--- src/verilog/smf_consts.vh ---
`ifndef SMF_CONSTS_VH
`define SMF_CONSTS_VH

// ----------------------------------------------------------------------
// command and subcommand codes
// ----------------------------------------------------------------------
`define SMF_CMD_SMART 8'hB0
`define SMF_SUB_READ 8'hD0
`define SMF_SUB_SAVE 8'hD3
`define SMF_SUB_OFFL_NOW 8'hD4
`define SMF_SUB_LOG_RD 8'hD5
`define SMF_SUB_LOG_WR 8'hD6
`define SMF_SUB_ENABLE 8'hD8
`define SMF_SUB_DISABLE 8'hD9
`define SMF_SUB_STATUS 8'hDA
`define SMF_SUB_AUTO 8'hDB

// ----------------------------------------------------------------------
// sector count codes of the automatic off-line subcommand
// ----------------------------------------------------------------------
`define SMF_AUTO_OFF 8'h00
`define SMF_AUTO_ON 8'hF8

// ----------------------------------------------------------------------
// return status signatures in lba mid / lba high
// ----------------------------------------------------------------------
`define SMF_OK_MID 8'h4F
`define SMF_OK_HI 8'hC2
`define SMF_FAIL_MID 8'hF4
`define SMF_FAIL_HI 8'h2C

// ----------------------------------------------------------------------
// error and status fields
// ----------------------------------------------------------------------
`define SMF_ERR_ABRT 8'h04
`define SMF_ERR_NONE 8'h00
`define SMF_LBA_RST 8'h00

// ----------------------------------------------------------------------
// nonvolatile word layout and reset value
// ----------------------------------------------------------------------
`define SMF_NV_W 3
`define SMF_NV_EN 0
`define SMF_NV_OFFL 1
`define SMF_NV_SCAN 2
`define SMF_NV_RST 3'h0

`endif

--- src/verilog/smf_ctrl.v ---
// Behaviour
// - enable subcommand turns smart on
// - no monitoring or full attribute saving before enable
// - enable state kept in nonvolatile store
// - repeated enable leaves attributes untouched
// - disable subcommand stops attribute monitoring
// - power-mode attribute saved even when disabled
// - disabled: abort all but enable subcommand
// - volatile attributes flushed to sectors on disable
// - re-enable refreshes on next read or save
// - return status saves, compares, then reports
// - sector count zero disables auto off-line
// - sector count enable code enables auto off-line
// - enabling may start or resume off-line activity
// - read scanning follows the same switch
// - power and error events may still save
// - other codes keep settings, abort
`timescale 1ns/10ps
`default_nettype none
`include "smf_consts.vh"

module smf_ctrl #(
	parameter NUM_ATTR = 30,
	parameter IW = 5,
	parameter AW = 8
) (
	input wire clk_sys,
	input wire srst,
	input wire cmd_wr,
	input wire [7:0] cmd_code,
	input wire [7:0] feat_in,
	input wire [7:0] seccnt_in,
	input wire attr_upd,
	input wire pwr_mode_upd,
	input wire evt_pwr_on,
	input wire evt_pwr_off,
	input wire evt_err_rec,
	input wire sav_done,
	input wire [AW-1:0] attr_val,
	input wire [AW-1:0] attr_thr,
	input wire nv_rd_ack,
	input wire [`SMF_NV_W-1:0] nv_rd_data,
	input wire nv_wr_ack,
	output reg sts_bsy_r,
	output reg sts_err_r,
	output reg [7:0] err_reg_r,
	output reg cmd_done_r,
	output reg [7:0] lba_mid_r,
	output reg [7:0] lba_hi_r,
	output reg smart_en_r,
	output reg offl_en_r,
	output reg scan_en_r,
	output reg offl_go_r,
	output reg fwd_r,
	output reg [7:0] fwd_sub_r,
	output reg sav_req_r,
	output reg sav_all_r,
	output wire [IW-1:0] attr_idx,
	output wire nv_rd_req,
	output wire nv_wr_req,
	output wire [`SMF_NV_W-1:0] nv_wr_data
);

// ----------------------------------------------------------------------
// states
// ----------------------------------------------------------------------
localparam [2:0] S_LOAD = 3'h0;
localparam [2:0] S_IDLE = 3'h1;
localparam [2:0] S_SAVE = 3'h2;
localparam [2:0] S_CMP = 3'h3;
localparam [2:0] S_NVW = 3'h4;
localparam [2:0] S_DONE = 3'h5;

reg [2:0] state_r;
reg [7:0] sub_r;
reg abrt_r;
reg bg_r;
reg bg_pend_r;
reg dirty_r;
reg pwr_dirty_r;
reg refresh_r;
reg nv_go_r;
reg nv_sent_r;
reg cmp_go_r;

wire ld_done;
wire [`SMF_NV_W-1:0] ld_bits;
wire wr_done;
wire cmp_done;
wire cmp_fail;
wire smart_cmd;
wire bg_evt;
wire [`SMF_NV_W-1:0] nv_bits;

// ----------------------------------------------------------------------
// helpers
// ----------------------------------------------------------------------
// subcommands whose data phase is served outside this block
function smf_is_fwd;
	input [7:0] sub;
	begin
		smf_is_fwd = (sub == `SMF_SUB_OFFL_NOW) ||
			(sub == `SMF_SUB_LOG_RD) ||
			(sub == `SMF_SUB_LOG_WR);
	end
endfunction

// subcommands that carry a pending attribute refresh
function smf_is_attr_io;
	input [7:0] sub;
	begin
		smf_is_attr_io = (sub == `SMF_SUB_READ) || (sub == `SMF_SUB_SAVE);
	end
endfunction

assign smart_cmd = cmd_wr && (cmd_code == `SMF_CMD_SMART);
assign bg_evt = evt_pwr_on || evt_pwr_off || evt_err_rec;

// ----------------------------------------------------------------------
// nonvolatile settings word
// ----------------------------------------------------------------------
assign nv_bits[`SMF_NV_EN] = smart_en_r;
assign nv_bits[`SMF_NV_OFFL] = offl_en_r;
assign nv_bits[`SMF_NV_SCAN] = scan_en_r;

smf_nv_store #(
	.W(`SMF_NV_W)
) u_nv (
	.clk_sys(clk_sys),
	.srst(srst),
	.ld_done_r(ld_done),
	.ld_bits_r(ld_bits),
	.wr_go(nv_go_r),
	.wr_bits(nv_bits),
	.wr_done_r(wr_done),
	.nv_rd_req_r(nv_rd_req),
	.nv_rd_ack(nv_rd_ack),
	.nv_rd_data(nv_rd_data),
	.nv_wr_req_r(nv_wr_req),
	.nv_wr_data_r(nv_wr_data),
	.nv_wr_ack(nv_wr_ack)
);

// ----------------------------------------------------------------------
// threshold comparator
// ----------------------------------------------------------------------
smf_thr_cmp #(
	.NUM_ATTR(NUM_ATTR),
	.IW(IW),
	.W(AW)
) u_cmp (
	.clk_sys(clk_sys),
	.srst(srst),
	.start(cmp_go_r),
	.idx_r(attr_idx),
	.val(attr_val),
	.thr(attr_thr),
	.done_r(cmp_done),
	.fail_r(cmp_fail)
);

// ----------------------------------------------------------------------
// command sequencer
// ----------------------------------------------------------------------
always @(posedge clk_sys) begin
	if (srst) begin
		state_r <= S_LOAD;
		sub_r <= 8'h00;
		abrt_r <= 1'b0;
		bg_r <= 1'b0;
		bg_pend_r <= 1'b0;
		dirty_r <= 1'b0;
		pwr_dirty_r <= 1'b0;
		refresh_r <= 1'b0;
		nv_go_r <= 1'b0;
		nv_sent_r <= 1'b0;
		cmp_go_r <= 1'b0;
		sts_bsy_r <= 1'b1;
		sts_err_r <= 1'b0;
		err_reg_r <= `SMF_ERR_NONE;
		cmd_done_r <= 1'b0;
		lba_mid_r <= `SMF_LBA_RST;
		lba_hi_r <= `SMF_LBA_RST;
		smart_en_r <= 1'b0;
		offl_en_r <= 1'b0;
		scan_en_r <= 1'b0;
		offl_go_r <= 1'b0;
		fwd_r <= 1'b0;
		fwd_sub_r <= 8'h00;
		sav_req_r <= 1'b0;
		sav_all_r <= 1'b0;
	end else begin
		cmd_done_r <= 1'b0;
		offl_go_r <= 1'b0;
		fwd_r <= 1'b0;
		nv_go_r <= 1'b0;
		cmp_go_r <= 1'b0;
		case (state_r)
		S_LOAD: begin
			// settings restored from the store before any command
			if (ld_done) begin
				smart_en_r <= ld_bits[`SMF_NV_EN];
				offl_en_r <= ld_bits[`SMF_NV_OFFL];
				scan_en_r <= ld_bits[`SMF_NV_SCAN];
				offl_go_r <= ld_bits[`SMF_NV_OFFL];
				sts_bsy_r <= 1'b0;
				state_r <= S_IDLE;
			end
		end
		S_IDLE: begin
			if (smart_cmd) begin
				sub_r <= feat_in;
				sts_bsy_r <= 1'b1;
				sts_err_r <= 1'b0;
				err_reg_r <= `SMF_ERR_NONE;
				abrt_r <= 1'b0;
				bg_r <= 1'b0;
				if (!smart_en_r && feat_in != `SMF_SUB_ENABLE) begin
					abrt_r <= 1'b1;
					state_r <= S_DONE;
				end else begin
					case (feat_in)
					`SMF_SUB_ENABLE: begin
						// already on: attribute state left alone
						if (!smart_en_r)
							refresh_r <= 1'b1;
						smart_en_r <= 1'b1;
						state_r <= S_NVW;
					end
					`SMF_SUB_DISABLE: begin
						state_r <= S_SAVE;
					end
					`SMF_SUB_STATUS: begin
						state_r <= S_SAVE;
					end
					`SMF_SUB_AUTO: begin
						if (seccnt_in == `SMF_AUTO_OFF) begin
							offl_en_r <= 1'b0;
							scan_en_r <= 1'b0;
							state_r <= S_NVW;
						end else if (seccnt_in == `SMF_AUTO_ON) begin
							offl_en_r <= 1'b1;
							scan_en_r <= 1'b1;
							offl_go_r <= 1'b1;
							state_r <= S_NVW;
						end else begin
							abrt_r <= 1'b1;
							state_r <= S_DONE;
						end
					end
					default: begin
						if (smf_is_attr_io(feat_in)) begin
							if (refresh_r || dirty_r)
								state_r <= S_SAVE;
							else
								state_r <= S_DONE;
						end else if (smf_is_fwd(feat_in)) begin
							fwd_r <= 1'b1;
							fwd_sub_r <= feat_in;
							state_r <= S_DONE;
						end else begin
							abrt_r <= 1'b1;
							state_r <= S_DONE;
						end
					end
					endcase
				end
			end else if (bg_pend_r) begin
				bg_pend_r <= 1'b0;
				if (dirty_r || pwr_dirty_r) begin
					bg_r <= 1'b1;
					state_r <= S_SAVE;
				end
			end
		end
		S_SAVE: begin
			// disabled: only the power-mode attribute goes out
			sav_req_r <= 1'b1;
			sav_all_r <= smart_en_r;
			if (sav_req_r && sav_done) begin
				sav_req_r <= 1'b0;
				dirty_r <= 1'b0;
				pwr_dirty_r <= 1'b0;
				if (smart_en_r)
					refresh_r <= 1'b0;
				if (bg_r) begin
					bg_r <= 1'b0;
					state_r <= S_IDLE;
				end else begin
					case (sub_r)
					`SMF_SUB_DISABLE: begin
						smart_en_r <= 1'b0;
						state_r <= S_NVW;
					end
					`SMF_SUB_STATUS: begin
						cmp_go_r <= 1'b1;
						state_r <= S_CMP;
					end
					default: begin
						state_r <= S_DONE;
					end
					endcase
				end
			end
		end
		S_CMP: begin
			if (cmp_done) begin
				lba_mid_r <= cmp_fail ? `SMF_FAIL_MID : `SMF_OK_MID;
				lba_hi_r <= cmp_fail ? `SMF_FAIL_HI : `SMF_OK_HI;
				state_r <= S_DONE;
			end
		end
		S_NVW: begin
			if (!nv_sent_r) begin
				nv_go_r <= 1'b1;
				nv_sent_r <= 1'b1;
			end else if (wr_done) begin
				nv_sent_r <= 1'b0;
				state_r <= S_DONE;
			end
		end
		S_DONE: begin
			sts_bsy_r <= 1'b0;
			sts_err_r <= abrt_r;
			err_reg_r <= abrt_r ? `SMF_ERR_ABRT : `SMF_ERR_NONE;
			cmd_done_r <= 1'b1;
			state_r <= S_IDLE;
		end
		default: begin
			state_r <= S_IDLE;
		end
		endcase
		// event sets come last so they win over a clear in the same cycle
		if (attr_upd && smart_en_r)
			dirty_r <= 1'b1;
		if (pwr_mode_upd)
			pwr_dirty_r <= 1'b1;
		if (bg_evt)
			bg_pend_r <= 1'b1;
	end
end

endmodule
`default_nettype wire

--- src/verilog/smf_nv_store.v ---
`timescale 1ns/10ps
`default_nettype none
`include "smf_consts.vh"

module smf_nv_store #(
	parameter W = `SMF_NV_W
) (
	input wire clk_sys,
	input wire srst,
	output reg ld_done_r,
	output reg [W-1:0] ld_bits_r,
	input wire wr_go,
	input wire [W-1:0] wr_bits,
	output reg wr_done_r,
	output reg nv_rd_req_r,
	input wire nv_rd_ack,
	input wire [W-1:0] nv_rd_data,
	output reg nv_wr_req_r,
	output reg [W-1:0] nv_wr_data_r,
	input wire nv_wr_ack
);

// ----------------------------------------------------------------------
// power-up restore, then write-through on request
// ----------------------------------------------------------------------
always @(posedge clk_sys) begin
	if (srst) begin
		ld_done_r <= 1'b0;
		ld_bits_r <= `SMF_NV_RST;
		wr_done_r <= 1'b0;
		nv_rd_req_r <= 1'b1;
		nv_wr_req_r <= 1'b0;
		nv_wr_data_r <= `SMF_NV_RST;
	end else begin
		ld_done_r <= 1'b0;
		wr_done_r <= 1'b0;
		if (nv_rd_req_r && nv_rd_ack) begin
			nv_rd_req_r <= 1'b0;
			ld_bits_r <= nv_rd_data;
			ld_done_r <= 1'b1;
		end
		if (wr_go && !nv_wr_req_r) begin
			nv_wr_req_r <= 1'b1;
			nv_wr_data_r <= wr_bits;
		end else if (nv_wr_req_r && nv_wr_ack) begin
			nv_wr_req_r <= 1'b0;
			wr_done_r <= 1'b1;
		end
	end
end

endmodule
`default_nettype wire

--- src/verilog/smf_thr_cmp.v ---
`timescale 1ns/10ps
`default_nettype none

module smf_thr_cmp #(
	parameter NUM_ATTR = 30,
	parameter IW = 5,
	parameter W = 8
) (
	input wire clk_sys,
	input wire srst,
	input wire start,
	output reg [IW-1:0] idx_r,
	input wire [W-1:0] val,
	input wire [W-1:0] thr,
	output reg done_r,
	output reg fail_r
);

reg run_r;

// ----------------------------------------------------------------------
// walk all attributes; a zero threshold never trips
// ----------------------------------------------------------------------
always @(posedge clk_sys) begin
	if (srst) begin
		idx_r <= {IW{1'b0}};
		run_r <= 1'b0;
		done_r <= 1'b0;
		fail_r <= 1'b0;
	end else begin
		done_r <= 1'b0;
		if (start && !run_r) begin
			idx_r <= {IW{1'b0}};
			run_r <= 1'b1;
			fail_r <= 1'b0;
		end else if (run_r) begin
			if (thr != {W{1'b0}} && val <= thr)
				fail_r <= 1'b1;
			if (idx_r == NUM_ATTR[IW-1:0] - 1'b1) begin
				run_r <= 1'b0;
				done_r <= 1'b1;
			end else begin
				idx_r <= idx_r + 1'b1;
			end
		end
	end
end

endmodule
`default_nettype wire

--- config.mk ---
export PLATFORM = sky130hd
export DESIGN_NAME = smf_ctrl
export DESIGN_NICKNAME = d
export VERILOG_FILES = /design/src/verilog/smf_ctrl.v /design/src/verilog/smf_nv_store.v /design/src/verilog/smf_thr_cmp.v
export VERILOG_INCLUDE_DIRS = /design/src /design/src/verilog
export SDC_FILE = /design/constraint.sdc
export NUM_CORES = 1
export LEC_CHECK = 0
export ABC_AREA = 1
export BUFFER_PORTS_ARGS = -buffer_cell sky130_fd_sc_hd__buf_2
export CAP_MARGIN = 10
export CORE_MARGIN = 10
export CORE_UTILIZATION = 54
export DETAILED_ROUTE_END_ITERATION = 16
export PLACE_DENSITY = 0.85
export SLEW_MARGIN = 20
export SYNTH_ARGS = -nofsm -noshare
export SYNTH_HDL_FRONTEND = slang
export SYNTH_SLANG_ARGS = --single-unit
--- constraint.sdc ---
create_clock -name clk_sys -period 3.7 [get_ports clk_sys]
set_input_delay 0.74 -clock clk_sys [delete_from_list [all_inputs] [get_ports clk_sys]]
set_output_delay 0.74 -clock clk_sys [all_outputs]
set_load 0.02 [all_outputs]
## Word-level counts from Yosys, hierarchy flattened

Cells that the tools add are included.
W data, S select, Z words.

| word-level totals | value |
|---|---|
| register bits after elaboration | 80 |
| input port bits | 54 |
| output and inout bits | 52 |
| word-level logic and storage cells | 231 |

| operators by class | value |
|---|---|
| add/subtract/negate cells | 1 |
| magnitude comparators | 1 |
| equality and inequality tests | 37 |
| muxes and demuxes | 90 |
| bitwise logic cells | 10 |
| reduce and logical (&&, ||, !) cells | 57 |

Operators by type and width:

| operator | count |
|---|---|
| $eq A8 B8 Y1 const B | 13 |
| $mux W1 | 61 |
| $mux W3 | 13 |
| $mux W8 | 3 |
| $reduce_bool A2 Y1 | 9 |
| $ne A2 B2 Y1 const B | 8 |
| $pmux W8 S2 | 1 |
| $reduce_and A2 Y1 | 8 |
| $pmux W3 S5 | 1 |
| $pmux W1 S2 | 7 |
| $reduce_and A7 Y1 | 2 |
| $ne A2 B1 Y1 const B | 6 |
| $reduce_and A6 Y1 | 2 |
| $not A1 Y1 | 10 |
| $logic_and A1 B1 Y1 | 9 |
| $ne A3 B3 Y1 const B | 3 |
| $pmux W3 S3 | 1 |
| $reduce_or A9 Y1 | 1 |
| $le A8 B8 Y1 | 1 |
| $logic_not A8 Y1 | 1 |
| $ne A8 B8 Y1 const B | 1 |
| $reduce_and A8 Y1 | 1 |
| $reduce_bool A8 Y1 | 1 |
| $reduce_or A2 Y1 | 4 |
| other kinds (15) | 29 |

## Depth between registers and ports, before layout

| depth | value |
|---|---|
| depth after elaboration | 7 |
| mapped depth | 12 |
| gate-level depth less buffers | 12 |

## Hierarchy

From an unflattened synthesis, not the netlist that was laid out.

| second synthesis, totals | value |
|---|---|
| cells, all modules | 441 |
| area total of the unflattened synthesis | 3174.3 um^2 |

By module, submodules not included:

| module | instances | cells each | area an instance (um^2) |
|---|---|---|---|
| smf_ctrl | 1 | 307 | 2205.9 |
| smf_thr_cmp | 1 | 88 | 613.1 |
| smf_nv_store | 1 | 46 | 355.3 |

## Least setup slack after synthesis

No wires, ideal clock.

| path | value |
|---|---|
| kind | input -> register |
| start point | in feat_in[5] |
| end point | reg fwd_sub_r[0] |
| library setup time | 66 ps |
| arrival time | 1672 ps |
| data required time | 3634 ps |
| setup slack | 1962 ps |
| stages on the path | 9 |
| cell sequence | inv_1 -> nand2_1 -> nor2_4 -> nand3b_1 -> nand2_1 -> nand2_2 -> nor2_8 -> o21ai_2 -> a21oi_2 |

| on the way | value |
|---|---|
| word-level cells in the longest chain between the ends | 4 |

RTL lines:

| what | RTL line | text |
|---|---|---|
| start: declaration | smf_ctrl.v:31 | `input wire [7:0] feat_in,` |
| $eq A8 B8 Y1, or another cell as far along | smf_ctrl.v:222 | `case (feat_in)` |
| $reduce_or A4 Y1 (no source line), or another cell as far along | n/a |  |
| $not A1 Y1 (no source line) / $logic_or A1 B1 Y1 (equally long branches) | n/a |  |
| $reduce_and A6 Y1 (no source line) (*) | n/a |  |
| end signal: assignment | smf_ctrl.v:259 | `fwd_sub_r <= feat_in;` |
| end: declaration | smf_ctrl.v:55 | `output reg [7:0] fwd_sub_r,` |

Mark *: on every way between the ends. The rest lies on a longest branch, timed or not.
A chain may end at the register's enable or synchronous reset.

## Worst setup path after layout

| path | value |
|---|---|
| start point | in srst |
| end point | reg u_cmp.idx_r[1] |

| on the way | value |
|---|---|
| word-level cells in the longest chain between the ends | 1 |

RTL lines:

| what | RTL line | text |
|---|---|---|
| start: declaration | smf_ctrl.v:28 | `input wire srst,` |
| $reduce_or A2 Y1 (no source line) | n/a |  |
| end signal: assignment | smf_thr_cmp.v:26 | `idx_r <= {IW{1'b0}};` |
| end signal: assignment | smf_thr_cmp.v:33 | `idx_r <= {IW{1'b0}};` |
| end signal: assignment | smf_thr_cmp.v:43 | `idx_r <= idx_r + 1'b1;` |
| end: declaration | smf_thr_cmp.v:12 | `output reg [IW-1:0] idx_r,` |

No other way between the ends.

==> reports/qor.txt <==
status = finished clean
FF-to-FF path depth = 8
DR vias/cell = 5.013
Slew Limit Fails = 0
final net count = 585
Post-CTS Setup Repair Bufs = 0
Slew headroom = 51.37%
sequential area share after synthesis = 38.37%
Avg Inst Size Synth = 7.108 µm²
initial antenna violation count = 0
boundary pin count = 106
Worst Hold Depth = 1
Design Area, Final = 3687 µm²
Max Clock Freq = 0.4846 GHz
Area Overhead vs Synth = 19.80%
WP data arrival = 2.26 ns
Synth area leaders = dfxtp_1 38%, nor2_1 9.4%, nand2_1 9.3%
P_int = 1.237 mW
Final Wtd Congestion = 0.8623
leakage power = 1.877 nW
power share of the combinational group = 31.4%
Die Ht = 95.50 µm
largest area contributor in the netlist = dfxtp_1
Sw Ratio = 35.30%
# setup viols final = 0
DRC = 0
setup repair after global routing missed its margin = no
endpoints failing hold = 0
ANT cells = 0
DRT Pass-1 Iters = 4
Final Skew = 0.005615 ns
clk sinks = 59
max_cap viols = 0
layout cell share with drive strength beyond 1 = 25.33%
Post-synth EDFFs = 0
Root Buffer Master = clkbuf_8
sequential share of power = 38.5%
clk_lat worst skew = 0.33 ns
#FFs+latches synth = 59
dpl cell area = 3493 µm²
Storage cell area = 1181 µm²
Primary FF master, synth = dfxtp_1
fillers = 490
min-delay worst type = register to register
critical path type = input pin to register
All-Layer GR Usage = 16.65%
hold buffers post-CTS = 0
number of global-route vias before repair = 2945
cts repair resizes = 0
routed wire length = 7.631 mm
top cell type's share of synthesized area = 38.37%
post-DP HPWL = 5.927 mm
Least-Margin Pin Slew = 0.7286 ns
Yosys warning total = 0
part of the power in the clock network = 30.2%
CTS tree = yes
Startpoint Class = input pin
initial core utilization = 55.90%
clock slew at reported path FFs = 0.06 ns
first-pass GRT wire length = 12.47 mm
sw power = 0.6751 mW
largest net degree at the start of global routing = 29
via count = 2993
CTS Buf Count = 9
count of cell types in the netlist = 37
pwr dens = 518.6 nW/µm²
Die Area = 9119 µm²
Cells after Synth = 433
CP required = 3.90 ns
fin crit period = 2.064 ns
Tcrit/Tclk final = 55.77%
Initial DRC Count = 169
Final TNS setup = 0 ns
Synth async-reset ratio = 0%
wire per inst = 12.78 µm
Synth top cells by count = 77 x nor2_1, 76 x nand2_1, 59 x dfxtp_1
CP Capture Type = register
multi-input logic area = 1538 µm²
Die X = 95.50 µm
row cnt = 27
total grt overflow = 0
PortBufs = 96
Clock Path Buffers = 2
critical-path maximum fanout = 28
post-route ant nets = 0
Max rail drop VDD = 0.3315 mV
depth of the CTS H-tree = 3
most common cell in the netlist = nor2_1
Core ar. = 5507 µm²
synthesized cell area = 3078 µm²
-- final cells by class --
cell class	count	share of cell area, %
Sequential cell	59	32.03
Clock buffer	13	4.309
Timing Repair Buffer	96	13.03
Tap cell	72	2.443
Clock inverter	2	0.9501
Multi-Input combinational cell	302	41.70
Inverter	53	5.531
-- through the flow --
stage               total power, mW  instances  setup WS, ns  utilization, %  hold WS (ns)
finish                        1.912        597         1.636           66.96        0.4518
global route                  2.042        597         1.470           66.96        0.4678
CTS                           1.917        597         1.618           66.96        0.4485
detailed placement            1.336        582         1.307           63.44        0.4391
global placement              1.321        582         1.390           63.44        0.4329
floorplan                     1.197        441         1.962               -        0.4222
-- cell usage in the layout, fill, tap and decap left out, types with 3 or more instances in the layout --
master	count
nor2_1	77
conb_1	9
clkbuf_8	11
dfxtp_1	59
nor2_2	3
o21ai_2	3
inv_1	48
nand3_1	24
ha_1	10
nor3_1	5
nor4_1	5
o21ai_0	30
inv_2	4
nand2_1	76
nand4_1	5
a21oi_1	28
buf_2	96
-- metal layers --
layer	part of all wire, %	vias up	track usage [%]
met1	42	1318	18.66
met3	12	10	7.541
met2	45	120	28.24
met5	0	-	0
met4	1.0	0	4.177
li1	-	1545	-
-- flip-flops by register name, summed over array words and instances, names as in the netlist, 3 cells and up --
signal	count
fwd_sub_r	8
lba_mid_r	3
state_r	3
sub_r	8
u_cmp.idx_r	5
u_nv.ld_bits_r	3
u_nv.nv_wr_data_r	3
-- power by group through the flow --
| stage | Clock (mW) | Combinational, mW | Sequential [mW] |
|---|---|---|---|
| 2_1_floorplan | 0 | 0.422 | 0.776 |
| 3_3_place_gp | 0 | 0.574 | 0.747 |
| 3_5_place_dp | 0 | 0.588 | 0.749 |
| 6_report | 0.577 | 0.600 | 0.736 |
| 5_1_grt | 0.612 | 0.686 | 0.743 |
| 4_1_cts | 0.588 | 0.595 | 0.735 |
-- cells by family (layout without fill, tap and decap cells) --
group                      after synthesis  after routing  synth area share [%]
buffers and inverters                   80            164                 12.64
xor gates and xnor gates                 1              1                0.2846
DFF                                     59             59                 38.37
and+or+nand+nor                        212            212                 32.07
adders and majority gates               10             10                 4.065
AOI/OAI and AO/OA                       70             70                 12.44
other                                    1              9                0.1218
-- final timing paths --
check / start / slack [ns] / to
worst max-delay path: srst / 1.64 / u_cmp.idx_r[1]$_SDFFE_PP0P_
worst min-delay path: nv_sent_r$_SDFFE_PP0N_ / 0.45 / nv_go_r$_SDFF_PP0_
worst max register to register: u_cmp.idx_r[1]$_SDFFE_PP0P_ / 2.03 / u_cmp.idx_r[3]$_SDFFE_PP0P_
worst min register to register: nv_sent_r$_SDFFE_PP0N_ / 0.45 / nv_go_r$_SDFF_PP0_
-- worst max-delay path: stages --
cell,delay (ns)
buf_2,0.46
inv_1,0.52
nand2_1,0.26
inv_1,0.11
o21ai_0,0.10
a21oi_1,0.07
(Power assumes the default switching activity.)
